===== src/common/fecr_pkg.sv =====
package fecr_pkg;

    // ------------------------------------------------------------
    // Field positions
    // ------------------------------------------------------------
    localparam int V86_BIT        = 0;
    localparam int PVI_BIT        = 1;
    localparam int TS_RESTRICT_BIT = 2;
    localparam int DEBUG_BIT      = 3;
    localparam int LARGE_PAGE_BIT = 4;
    localparam int PHYS_EXT_BIT   = 5;
    localparam int MCHECK_BIT     = 6;
    localparam int GLOBAL_PAGE_BIT = 7;
    localparam int PERF_USER_BIT  = 8;
    localparam int STATE_SAVE_BIT = 9;
    localparam int SIMD_EXC_BIT   = 10;
    localparam int SEG_BASE_BIT   = 16;
    localparam int XSTATE_BIT     = 18;

    // ------------------------------------------------------------
    // Masks and reset values
    // ------------------------------------------------------------
    localparam logic [63:0] DEFINED_MASK = 64'h0000_0000_0005_07FF;
    localparam logic [63:0] FEC_RESET    = 64'h0000_0000_0000_0000;
    localparam logic [63:0] PTR_RESET    = 64'h0000_0000_0000_0000;
    localparam logic [1:0]  CPL_KERNEL   = 2'h0;

    // ------------------------------------------------------------
    // Register selectors of the move instructions
    // ------------------------------------------------------------
    localparam logic [1:0] SEL_FAULT_ADDR = 2'h0;
    localparam logic [1:0] SEL_TABLE_BASE = 2'h1;
    localparam logic [1:0] SEL_FEATURE    = 2'h2;

    typedef struct packed {
        logic        req;
        logic        wr;
        logic [1:0]  sel;
        logic        long_mode;
        logic [63:0] wdata;
    } fecr_move_t;

    typedef struct packed {
        logic        v86_enhancement_enable;
        logic        protected_virtual_irq_enable;
        logic        timestamp_read_restrict;
        logic        debug_extension_enable;
        logic        large_page_size_enable;
        logic        physical_address_extension_enable;
        logic        machine_check_enable;
        logic        global_page_enable;
        logic        perf_counter_user_enable;
        logic        os_state_save_support;
        logic        os_simd_exception_support;
        logic        segment_base_instr_enable;
        logic        extended_state_save_enable;
    } fecr_ctrl_t;

endpackage : fecr_pkg


===== src/rtl/fecr_top.sv =====
module fecr_top (
    // Clock and reset
    input  wire logic              clk,
    input  wire logic              rst,
    // Control-register move port
    input  wire fecr_pkg::fecr_move_t mv,
    output logic [63:0]            mv_rdata,
    output logic                   mv_ack,
    output logic                   gp_fault,
    output logic [15:0]            gp_error_code,
    // Page-fault address capture from the translation logic
    input  wire logic              pf_capture,
    input  wire logic [63:0]       pf_address,
    // Instruction context
    input  wire logic [1:0]        cpl,
    input  wire logic              v86_mode,
    input  wire logic              prot_mode,
    input  wire logic              ts_read_req,
    input  wire logic              intflag_instr,
    input  wire logic              soft_int_instr,
    input  wire logic              redirect_bit,
    // Decisions
    output logic                   ts_read_grant,
    output logic                   ts_read_fault,
    output logic                   use_virtual_if,
    output logic                   soft_int_redirect,
    // Control outputs
    output fecr_pkg::fecr_ctrl_t   ctrl,
    output logic [63:0]            translation_table_base,
    output logic [63:0]            page_fault_address,
    output logic [63:0]            feature_support
);

    // ------------------------------------------------------------
    // State
    // ------------------------------------------------------------
    typedef struct packed {
        logic [63:0] fec;
        logic [63:0] table_base;
        logic [63:0] fault_addr;
        logic [63:0] rdata;
        logic        ack;
        logic        gp;
        logic        ts_grant;
        logic        ts_fault;
        logic        virt_if;
        logic        redirect;
    } fecr_state_t;

    fecr_state_t st;
    fecr_state_t next_st;
    logic        wr_fault;
    logic [63:0] wr_value;

    fecr_write_check u_check (
        .wdata       (mv.wdata),
        .long_mode   (mv.long_mode),
        .fault       (wr_fault),
        .legal_value (wr_value)
    );

    function automatic logic [63:0] view(input logic [63:0] v, input logic lm);
        view = lm ? v : {32'h0000_0000, v[31:0]};
    endfunction : view

    // ------------------------------------------------------------
    // Next state
    // ------------------------------------------------------------
    always_comb begin
        next_st     = st;
        next_st.ack = 1'b0;
        next_st.gp  = 1'b0;
        if (mv.req) begin
            next_st.ack = 1'b1;
            case (mv.sel)
                fecr_pkg::SEL_FAULT_ADDR: begin
                    next_st.rdata = view(st.fault_addr, mv.long_mode);
                    if (mv.wr) begin
                        next_st.fault_addr = mv.wdata;
                    end
                end
                fecr_pkg::SEL_TABLE_BASE: begin
                    next_st.rdata = view(st.table_base, mv.long_mode);
                    if (mv.wr) begin
                        next_st.table_base = mv.wdata;
                    end
                end
                fecr_pkg::SEL_FEATURE: begin
                    next_st.rdata = view(st.fec, mv.long_mode);
                    if (mv.wr) begin
                        if (wr_fault) begin
                            next_st.gp = 1'b1;
                        end else begin
                            next_st.fec = wr_value;
                        end
                    end
                end
                default: begin
                    next_st.rdata = 64'h0000_0000_0000_0000;
                end
            endcase
        end
        if (pf_capture) begin
            next_st.fault_addr = pf_address;
        end
        // Time-stamp privilege
        next_st.ts_grant = ts_read_req &&
            (!st.fec[fecr_pkg::TS_RESTRICT_BIT] || cpl == fecr_pkg::CPL_KERNEL);
        next_st.ts_fault = ts_read_req &&
            st.fec[fecr_pkg::TS_RESTRICT_BIT] && cpl != fecr_pkg::CPL_KERNEL;
        if (next_st.ts_fault) begin
            next_st.gp = 1'b1;
        end
        // Virtual interrupt handling
        next_st.virt_if = intflag_instr &&
            ((v86_mode && st.fec[fecr_pkg::V86_BIT])
            || (prot_mode && !v86_mode && st.fec[fecr_pkg::PVI_BIT]));
        next_st.redirect = soft_int_instr && v86_mode && st.fec[fecr_pkg::V86_BIT]
            && !redirect_bit;
    end

    always_ff @(posedge clk or posedge rst) begin
        if (rst) begin
            st <= '{fec: fecr_pkg::FEC_RESET, table_base: fecr_pkg::PTR_RESET,
                    fault_addr: fecr_pkg::PTR_RESET, rdata: 64'h0000_0000_0000_0000,
                    default: 1'b0};
        end else begin
            st <= next_st;
        end
    end

    // ------------------------------------------------------------
    // Outputs
    // ------------------------------------------------------------
    assign mv_rdata               = st.rdata;
    assign mv_ack                 = st.ack;
    assign gp_fault               = st.gp;
    assign gp_error_code          = 16'h0000;
    assign ts_read_grant          = st.ts_grant;
    assign ts_read_fault          = st.ts_fault;
    assign use_virtual_if         = st.virt_if;
    assign soft_int_redirect      = st.redirect;
    assign translation_table_base = st.table_base;
    assign page_fault_address     = st.fault_addr;
    // All defined bits supported except perf counter, which is unreported
    assign feature_support = fecr_pkg::DEFINED_MASK
                           & ~(64'h1 << fecr_pkg::PERF_USER_BIT);
    assign ctrl = '{
        v86_enhancement_enable:            st.fec[fecr_pkg::V86_BIT],
        protected_virtual_irq_enable:      st.fec[fecr_pkg::PVI_BIT],
        timestamp_read_restrict:           st.fec[fecr_pkg::TS_RESTRICT_BIT],
        debug_extension_enable:            st.fec[fecr_pkg::DEBUG_BIT],
        large_page_size_enable:            st.fec[fecr_pkg::LARGE_PAGE_BIT],
        physical_address_extension_enable: st.fec[fecr_pkg::PHYS_EXT_BIT],
        machine_check_enable:              st.fec[fecr_pkg::MCHECK_BIT],
        global_page_enable:                st.fec[fecr_pkg::GLOBAL_PAGE_BIT],
        perf_counter_user_enable:          st.fec[fecr_pkg::PERF_USER_BIT],
        os_state_save_support:             st.fec[fecr_pkg::STATE_SAVE_BIT],
        os_simd_exception_support:         st.fec[fecr_pkg::SIMD_EXC_BIT],
        segment_base_instr_enable:         st.fec[fecr_pkg::SEG_BASE_BIT],
        extended_state_save_enable:        st.fec[fecr_pkg::XSTATE_BIT]
    };

endmodule : fecr_top


===== src/rtl/fecr_write_check.sv =====
// ----------------------------------------------------------------
// Write legality check for the feature register
// ----------------------------------------------------------------
module fecr_write_check (
    // Write data and mode
    input  wire logic [63:0] wdata,
    input  wire logic        long_mode,
    // Verdict
    output logic             fault,
    output logic [63:0]      legal_value
);
    always_comb begin
        // Upper half must be zero in long mode; reserved low bits too
        fault = ((|wdata[63:32]) && long_mode)
              || (|(wdata[31:0] & ~fecr_pkg::DEFINED_MASK[31:0]));
        // Only defined bits are kept, in either mode
        legal_value = wdata & fecr_pkg::DEFINED_MASK;
    end
endmodule : fecr_write_check


===== config.mk =====
export PLATFORM = sky130hd
export DESIGN_NAME = fecr_top
export DESIGN_NICKNAME = d
export VERILOG_FILES = /design/src/common/fecr_pkg.sv /design/src/rtl/fecr_top.sv /design/src/rtl/fecr_write_check.sv
export SDC_FILE = /design/constraint.sdc
export NUM_CORES = 1
export LEC_CHECK = 0
export ABC_AREA = 1
export BUFFER_PORTS_ARGS = -buffer_cell sky130_fd_sc_hd__buf_2
export CAP_MARGIN = 0
export CORE_AREA = 2 2 171 173
export DETAILED_ROUTE_END_ITERATION = 16
export DIE_AREA = 0 0 173 175
export PLACE_DENSITY = 0.73
export SYNTH_ARGS = -nofsm -noshare
export SYNTH_HDL_FRONTEND = slang
export SYNTH_SLANG_ARGS = --single-unit

===== constraint.sdc =====
create_clock -name clk -period 8.62 [get_ports clk]
set_clock_uncertainty 0.15 [all_clocks]
set_input_delay 0.862 -clock clk [delete_from_list [all_inputs] [get_ports clk]]
set_output_delay 0.862 -clock clk [all_outputs]
set_load 0.05 [all_outputs]

## Yosys cells after proc, flatten, opt, wreduce, memory -nomap -nowiden

Cells that the tools add are included.

- Input bits: 144
- Logic and storage cells: 52
- Register bits: 211
- Output and inout port bits: 291

- Bitwise gates (word level): 1
- Equal/unequal tests: 2
- Reductions and logical operators: 28
- Muxes and demuxes: 11

Operators by type and width:

| cell | count |
|---|---|
| two-way mux 64 bit | 5 |
| case mux 64 bit (3 select lines) | 1 |
| two-way mux 130 bit | 1 |
| OR reduction 32 bit | 1 |
| OR reduction 19 bit | 1 |
| logical AND 1 bit | 11 |
| nonzero test 2 bit | 4 |
| AND reduction 3 bit | 2 |
| logical NOT 2 bit | 2 |
| two-way mux 1 bit | 4 |
| AND reduction 4 bit | 1 |
| logical NOT 1 bit | 3 |
| logical OR 1 bit | 3 |
| == test 2 x 1 -> 1 bit (second input constant) | 1 |
| == test 2 bit (second input constant) | 1 |
| inverter 1 bit | 1 |

## Depth between registers and ports, before layout

Gate-level depths: netlist (run 1).

- Word-level depth: 8
- Depth in mapped cells: 9
- Mapped depth without buffers: 8

## Cells and area by module

Synthesis (run 1) repeated with hierarchy kept, for this count alone.

- Cells, all modules: 1948
- Area total of the unflattened synthesis: 15315.9 um^2

By module, submodules not included:

| module | area each (um^2) | cells each | sequential area each (um^2) | times used |
|---|---|---|---|---|
| fecr_top | 14645.3 | 1839 | 6556.3 | 1 |
| fecr_write_check | 670.6 | 109 | 0.0 | 1 |

## Worst setup path after synthesis (run 1)

No wires, ideal clock.

- Path type: input -> register
- Start point: input port mv[58] in the netlist's numbering
- End point: register st (netlist bit ctrl[11])
- Library setup time: 0.120 ns
- Arrival: 1.729 ns
- Data required time: 8.350 ns
- Slack: 6.622 ns
- Path buffers: 1
- Stages on the path: 9
- Cell sequence: nor2_1 nand2_1 nor2_1 nand2_1 o21ai_4 nand3_2 buf_6 nand2_1 nand2_1

- Cells in the longest elaborated chain, start to end: 5

RTL lines:

| item | RTL line | source |
|---|---|---|
| from (decl) | fecr_top.sv:6 | `input wire fecr_pkg::fecr_move_t mv,` |
| OR reduction 32 bit | fecr_write_check.sv:14 | `fault = ((\|wdata[63:32]) && long_mode)` |
| logical AND 1 bit | fecr_write_check.sv:14 |  |
| logical OR 1 bit | fecr_write_check.sv:15 | `\|\| (\|(wdata[31:0] & ~fecr_pkg::DEFINED_MASK[31:0]));` |
| inverter 1 bit (no source line) | - |  |
| AND reduction 4 bit (no source line) | - |  |
| to (signal assigned) | fecr_top.sv:124 | `st <= '{fec: fecr_pkg::FEC_RESET, table_base: fecr_pkg::PTR_RESET,` |
| to (signal assigned) | fecr_top.sv:128 | `st <= next_st;` |
| to (decl) | fecr_top.sv:50 | `fecr_state_t st;` |

No other way between the ends.
A chain may end at the register's enable or synchronous reset.

## Worst setup path after layout (run 1)

- Start point: input port mv[68] in the netlist's numbering
- End point: register st (netlist bit page_fault_address[2])

- Cells in the longest elaborated chain, start to end: 2

RTL lines:

| item |
|---|
| nonzero test 2 bit (no source line) |
| AND reduction 3 bit (no source line) |

No other way between the ends.

==> results.py, run 1 <==
metrics = {
    "run_status": {
        "outcome": "complete, no violations",
    },
    "worst_setup_path": {
        "cp_slowest_stage_delay_ps": 560,
        "worstPathMaxFanout": 46,
        "crit_path_end_kind": "flip-flop",
        "cpMaxStageDelayCell": "inv_2",
        "worstPathArrival_ps": 2890,
        "crit_type": "input pin to flip-flop",
        "ff2ff_setup_slack_ps": 7420,
        "path_buf_inv": 4,
        "crit_path_frequent_cell": "buf_4",
        "crit_path_start_kind": "input pin",
        "cp_data_required_time_ps": 8820,
        "critPathTopFamily": "buffers and inverters",
        "cp_cell_sequence": "buf_4 -> nand2_1 -> inv_1 -> a21oi_4 -> buf_4 -> inv_2 -> o221ai_1",
    },
    "clock_tree": {
        "clkSinkCount": 211,
        "htree_levels": 1,
        "clkSlewWorstSetupHoldPaths_ps": 60,
        "cts_inserted_buffers": 24,
        "root_buffer": "clkbuf_16",
        "cts_tree": "done",
        "cts_buffer_depth": 3,
        "cts_resized": 0,
        "postCtsHoldBufs": 0,
        "clock_latency_ps": 510,
        "cts_setup_buffers": 0,
    },
    "synthesis": {
        "synth_seq_area_share": 0.530,
        "synth_warnings": 0,
        "netlist_instances": 1139,
        "synthFlopType": "dfrtp_1",
        "synth.largest_area_cell": "dfrtp_1",
        "ys_async_sr_fraction": 1.00,
        "yosysUniqueCellTypes": 31,
        "yosysTopAreaCellShare": 0.530,
        "synth.avg_cell_area_um2": 8.75,
        "ys_ff_latch": 211,
        "synth_edf_count": 0,
        "synth.area.top_cells": "dfrtp_1, nand2_1, buf_4, inv_1, o21ai_0",
        "synth_area_mm2": 0.00996,
    },
    "timing": {
        "worst_pin_slew_ps": 1070,
        "setup_viol": 0,
        "final.setup.tns_ps": 0,
        "post-route-period-util": 0.311,
        "timing_hold_violations_final": 0,
        "slew_viol_final": 0,
        "relSlewSlack": 0.286,
        "whs_ps": 231,
        "rsz0062_at_grt": "no",
        "max_freq_mhz": 372,
        "final.min_clock_period_ps": 2680,
    },
    "placed_design": {
        "dp_hpwl_mm": 21.8,
        "gp_congestion": 0.842,
        "placed_cells": 1820,
        "portBuffers": 354,
    },
    "die": {
        "initial_core_util": 0.351,
        "die_x_um": 173,
        "ios": 435,
        "fp-row-count": 62,
        "design.die.area_mm2": 0.0303,
        "coreArea_mm2": 0.0284,
        "die_h_um": 175,
    },
    "power": {
        "ir_drop_uv": 144,
        "p_leak_nw": 6.66,
        "p_per_area_mw_per_mm2": 249,
    },
    "detailed_routing": {
        "via_per_inst": 4.86,
        "wirelength_mm": 31.7,
        "drt_first_pass_iters": 5,
        "drtIter0Drc": 571,
        "vias": 9056,
        "drcViolationCount": 0,
        "detail-route-antenna-nets": 0,
        "post_drt_wl_per_cell_um": 17.0,
    },
    "global_route": {
        "grt_max_degree": 75,
        "grt_usage": 0.202,
        "grt_pass1_vias": 8798,
        "antenna_found_initial": 0,
        "grt_overflow": 0,
        "grt_pass1_wl_mm": 48.9,
    },
    "cells_and_area": {
        "syn_to_final_growth_pct": 25.3,
        "drive_above_1_share": 0.293,
        "insertedDiodeCount": 0,
        "num-nets-final": 1606,
        "multi_input_area_mm2": 0.00348,
        "finalNonFillerCells": 1863,
        "regArea_mm2": 0.00528,
        "fill_cells": 2826,
    },
    "flow_run": {
        "cap_violations": 0,
    },
    "min_path": {
        "hold_path.class": "input pin to async pin",
    },
}
## flip-flops by register name, summed over array words and instances, names as in the netlist
name,flops
mv_rdata,64
page_fault_address,64
translation_table_base,64
ctrl,13
gp_fault,1
mv_ack,1
soft_int_redirect,1
ts_read_fault,1
ts_read_grant,1
use_virtual_if,1
## cell usage in the layout (no fill, tap or decap), types with 25 or more instances in the layout
cell type,n
nand3_1,25
o221ai_1,31
o21ai_0,106
o211ai_1,41
dfrtp_1,211
clkbuf_16,25
nand2_1,299
buf_2,353
inv_1,145
conb_1,80
nor2_1,43
## where the power goes
part           internal, mW  total [mW]  switching, mW
combinational         0.178       0.878          0.701
clock                 0.627        1.04          0.412
sequential             1.10        1.19         0.0869
total                  1.91        3.11           1.20
## final timing paths
path                       cells after the start                              startpoint                                     end
hold reg to reg                                2  translation_table_base[16]$_DFFE_PP0P_  translation_table_base[16]$_DFFE_PP0P_
setup reg to reg                               3                    ctrl[10]$_DFFE_PP0P_                 mv_rdata[2]$_DFFE_PP0P_
max in group asynchronous                      3                                     rst                mv_rdata[11]$_DFFE_PP0P_
min in group clk                               2                            redirect_bit             soft_int_redirect$_DFF_PP0_
setup / recovery                               7                                  mv[68]       page_fault_address[2]$_DFFE_PP0P_
hold / removal                                 2                                     rst      page_fault_address[52]$_DFFE_PP0P_
## cell usage after synthesis, types with 2 or more instances
library cell,n
inv_1,146
buf_4,81
nand3_1,25
buf_2,32
o21ai_0,106
nand4_1,15
buf_6,6
o211ai_1,41
buf_1,2
nor3_2,2
nand3b_1,2
a31oi_1,19
inv_2,5
nor2_1,43
a22o_1,9
dfrtp_1,211
nand2_1,300
o221ai_1,31
nor2_2,2
clkbuf_1,24
conb_1,2
o22ai_1,14
mux2_2,13
## kinds of logic (layout without fill, tap and decap cells)
family	count (synthesis)	count (layout)	share of synthesized area
buffers and inverters	297	559	0.151
muxes	13	13	0.0147
DFF	211	211	0.530
other	2	80	0.000754
and+or+nand+nor	393	393	0.159
AOI/OAI and AO/OA	223	223	0.144
## stage by stage
step	power [mW]	cell area (um2)	utilization	worst slack, ps
2_1_floorplan	1.87	10300	-	1840
3_3_place_gp	2.07	11700	0.411	5480
3_5_place_dp	2.08	11700	0.411	5380
4_1_cts	3.13	12500	0.440	5930
5_1_grt	3.23	12500	0.440	5800
6_report	3.11	12500	0.440	5940
## worst reg2reg max path: cells and delay by family, from the launching register on
family                 cells  cell delay, ps
AOI/OAI and AO/OA          1             130
buffers and inverters      1             100
DFF                        1             400
muxes                      1             310
## metal layers
layer  routed length, um  GRT usage
met3                2050     0.0348
met2               15400      0.344
met1               13300      0.259
met5                   0          0
met4                 907     0.0706
## cell type report
cell class,instances,area share
well taps,384,0.0385
repair buffers,365,0.149
clock inverters,8,0.00601
clock buffers,35,0.0595
inverters,151,0.0460
multi-input cells,709,0.278
flip-flops and latches,211,0.423
Note: power is estimated with default switching activity, not from simulation.
==> inputs of run 2 (changes only) <==
--- a/config.mk
+++ b/config.mk
@@ -5,12 +5,12 @@
 export SDC_FILE = /design/constraint.sdc
 export NUM_CORES = 1
 export LEC_CHECK = 0
-export ABC_AREA = 1
+export ABC_AREA = 0
 export BUFFER_PORTS_ARGS = -buffer_cell sky130_fd_sc_hd__buf_2
 export CAP_MARGIN = 0
-export CORE_AREA = 2 2 171 173
+export CORE_AREA = 2 2 170 172
 export DETAILED_ROUTE_END_ITERATION = 16
-export DIE_AREA = 0 0 173 175
+export DIE_AREA = 0 0 172 174
 export PLACE_DENSITY = 0.73
 export SYNTH_ARGS = -nofsm -noshare
 export SYNTH_HDL_FRONTEND = slang
==> constraint.sdc (replaced) <==
create_clock -name clk -period 2.61 [get_ports clk]
set_clock_uncertainty 0.15 [all_clocks]
set_input_delay 0.261 -clock clk [delete_from_list [all_inputs] [get_ports clk]]
set_output_delay 0.261 -clock clk [all_outputs]
set_load 0.05 [all_outputs]
==> run 2 against run 1 <==
  * Utilization rose by 8.9 points
  * Setup slack got worse by 5800 ps
  * Via count increased by 1.2%
  * Sequential power grew to 3.4 times the previous value
  * Die area shrank 1.1%
  * First-iteration DRC count up 2.5%
  * Power grew to 3.6 times the previous value
  * Largest power group unchanged
  * Highest routed layer is now met5
==> results.py, run 2 <==
metrics = {
    "timing": {
        "rsz0062_at_grt": "no",
        "setup_viol": 0,
        "post-route-period-util": 0.966,
        "relSlewSlack": 0.286,
        "max_freq_mhz": 397,
        "final.min_clock_period_ps": 2520,
        "timing_hold_violations_final": 0,
        "final.setup.tns_ps": 0,
        "slew_viol_final": 0,
        "worst_pin_slew_ps": 1070,
    },
    "synthesis": {
        "synth_seq_area_share": 0.534,
        "synth_area_mm2": 0.00988,
        "yosysTopAreaCellShare": 0.534,
        "synth_compound_area_frac": 0.0803,
        "synth.area.top_cells": "dfrtp_1, mux2i_1, mux2_2, buf_4, o22ai_1",
        "netlist_instances": 870,
        "synth_edf_count": 0,
        "synth.largest_area_cell": "dfrtp_1",
        "synth_top_family_by_area": "multiplexers",
        "synthFlopType": "dfrtp_1",
        "synth_commonest_cells": "dfrtp_1, mux2i_1, buf_4",
        "synth_most_common_cell": "dfrtp_1",
        "ys_ff_latch": 211,
        "synth_xor_area_frac": 0,
        "synth.avg_cell_area_um2": 11.4,
        "yosys.area_share.simple": 0.0551,
        "yosysUniqueCellTypes": 31,
        "ys_async_sr_fraction": 1.00,
        "synth_fa_ha_area_frac": 0,
        "synth_warnings": 0,
        "synthMuxAreaShare": 0.221,
    },
    "global_route": {
        "antenna_found_initial": 1,
        "use_met3": 0.0446,
        "grt_pass1_vias": 9244,
        "grt.met2_usage": 0.390,
        "grt_overflow": 0,
        "busiest_layer": "met2",
        "grt_pass1_wl_mm": 52.2,
        "grt_usage": 0.224,
        "grt_max_degree": 81,
        "gr-usage-met1": 0.268,
    },
    "cells_and_area": {
        "final_core_util": 0.529,
        "insertedDiodeCount": 0,
        "regArea_mm2": 0.00528,
        "multi_input_area_mm2": 0.00386,
        "layout_common_cells": "buf_2, dfrtp_1, dlygate4sd3_1, mux2i_1, conb_1",
        "fill_cells": 2339,
        "syn_to_final_growth_pct": 51.0,
        "drive_above_1_share": 0.354,
        "num-nets-final": 1576,
        "final_common_cell": "buf_2",
    },
    "worst_setup_path": {
        "cp_cell_sequence": "dlygate4sd3_1 -> buf_2 -> nand2b_4 -> nor3b_4 -> buf_12 -> buf_16 -> mux2i_1 -> o21ai_0 -> dlygate4sd3_1",
        "crit_path_start_kind": "input pin",
        "path_buf_inv": 5,
        "cpMaxStageDelayCell": "dlygate4sd3_1",
        "critPathTopFamily": "buffers and inverters",
        "crit_path_frequent_cell": "dlygate4sd3_1",
        "crit_path_end_kind": "flip-flop",
        "cp_slowest_stage_delay_ps": 610,
        "worstReg2RegStart": "ctrl[10]$_DFFE_PP0P_",
        "crit_start": "mv[66]",
        "cp_data_required_time_ps": 2850,
        "crit_type": "input pin to flip-flop",
        "worstPathMaxFanout": 12,
        "worstPathArrival_ps": 2760,
    },
    "detailed_routing": {
        "drtIter0Drc": 585,
        "detail-route-antenna-nets": 0,
        "via_per_inst": 5.00,
        "vias": 9162,
        "drt_first_pass_iters": 5,
        "wirelength_mm": 35.7,
        "drcViolationCount": 0,
        "post_drt_wl_per_cell_um": 19.5,
    },
    "clock_tree": {
        "clkSlewWorstSetupHoldPaths_ps": 60,
        "cts_buffer_depth": 3,
        "clkSinkCount": 211,
        "clock_latency_ps": 520,
        "htree_levels": 1,
        "root_buffer": "clkbuf_16",
        "cts_inserted_buffers": 24,
        "cts_tree": "done",
    },
    "min_path": {
        "hp-start": "cpl[1]",
        "hold_path.class": "input pin to flip-flop",
    },
    "power": {
        "switchingPower_mw": 4.28,
        "ir_drop_uv": 439,
        "total_power_mw": 11.2,
        "p_comb_frac": 0.321,
        "p_seq_frac": 0.359,
        "clockPowerShare": 0.319,
        "p_per_area_mw_per_mm2": 749,
        "internal_power_mw": 6.91,
        "p_leak_nw": 7.38,
        "p_sw_frac": 0.382,
    },
    "placed_design": {
        "gp_congestion": 0.841,
        "dp_hpwl_mm": 21.0,
        "portBuffers": 354,
    },
    "die": {
        "coreArea_mm2": 0.0282,
        "initial_core_util": 0.350,
        "die_x_um": 172,
        "design.die.area_mm2": 0.0299,
        "die_h_um": 174,
        "ios": 435,
        "fp-row-count": 62,
    },
    "run_status": {
        "outcome": "complete, no violations",
    },
    "flow_run": {
        "cap_violations": 0,
    },
}
## run 2: changes by cell type after synthesis, sizes merged, moves of 25 or more
cell,previous run,this run
mux2,13,77
a21oi,1,26
o211ai,41,0
nand3,26,1
o22ai,14,52
nand2,300,69
o221ai,31,0
o21ai,107,66
inv,151,53
mux2i,0,128
## run 2: routing by layer
| metal | wire (um) | share of wire | vias to the layer above |
|---|---|---|---|
| li1 | - | - | 3992 |
| met1 | 13600 | 0.38 | 4536 |
| met2 | 18100 | 0.51 | 526 |
| met3 | 2620 | 0.073 | 106 |
| met4 | 1360 | 0.038 | 2 |
| met5 | 16 | 0.00045 | - |
## run 2: per-stage QoR
stage	setup slack (ps)	area, um2	hold slack [ps]	std cells
final	88.2	14900	48.5	1834
after global routing	49.6	14900	75.3	1834
after CTS	77.1	14700	20.0	1823
after detailed placement	380	11900	134	1577
after global placement	363	11900	131	1577
after floorplan	-543	10200	142	948
## run 2: area by class of cell
cell class                      count  area share
Sequential cell                   211       0.354
Timing Repair Buffer              590       0.286
Multi-Input combinational cell    552       0.259
Clock buffer                       34      0.0475
Tap cell                          384      0.0322
Inverter                           53      0.0136
Clock inverter                     10     0.00880
## run 2: what timing repair did
item	in CTS	in global routing
resized for setup	0	7
hold buffers	202	0
endpoints found under the hold margin	201	0
setup endpoints to repair	0	43
setup buffers	0	9
## run 2: cell families (layout without fill, tap and decap cells)
kind of cell,count (synthesis),in the layout
flops,211,211
mux,205,205
buf+inv,185,687
compound gates,145,145
simple gates,122,122
other cells,2,80
## run 2: tightest hold or removal path, delay by kind of cell
| family | cells | cell delay, ps |
|---|---|---|
| buffers and inverters | 1 | 110 |
| AOI/OAI and AO/OA | 2 | 290 |
## run 2: final timing paths
path                       cells past startpoint  slack, ps                                      to
min reg2reg                                    2        370                 mv_rdata[2]$_DFFE_PP0P_
max reg2reg                                    3        870                 ts_read_grant$_DFF_PP0_
min                                            3         50                      gp_fault$_DFF_PP0_
min in group asynchronous                      3        140  translation_table_base[15]$_DFFE_PP0P_
max in group asynchronous                      5       1260      page_fault_address[44]$_DFFE_PP0P_
max                                            9         90      page_fault_address[54]$_DFFE_PP0P_
## run 2: power by group through the flow
| stage | Sequential [mW] | Clock (mW) | Combinational [mW] |
|---|---|---|---|
| after floorplan | 5.44 | 0 | 1.03 |
| after global placement | 4.03 | 0 | 3.19 |
| after detailed placement | 4.05 | 0 | 3.22 |
| after CTS | 3.99 | 3.61 | 3.52 |
| after global routing | 4.06 | 3.77 | 3.76 |
| final | 4.02 | 3.57 | 3.59 |
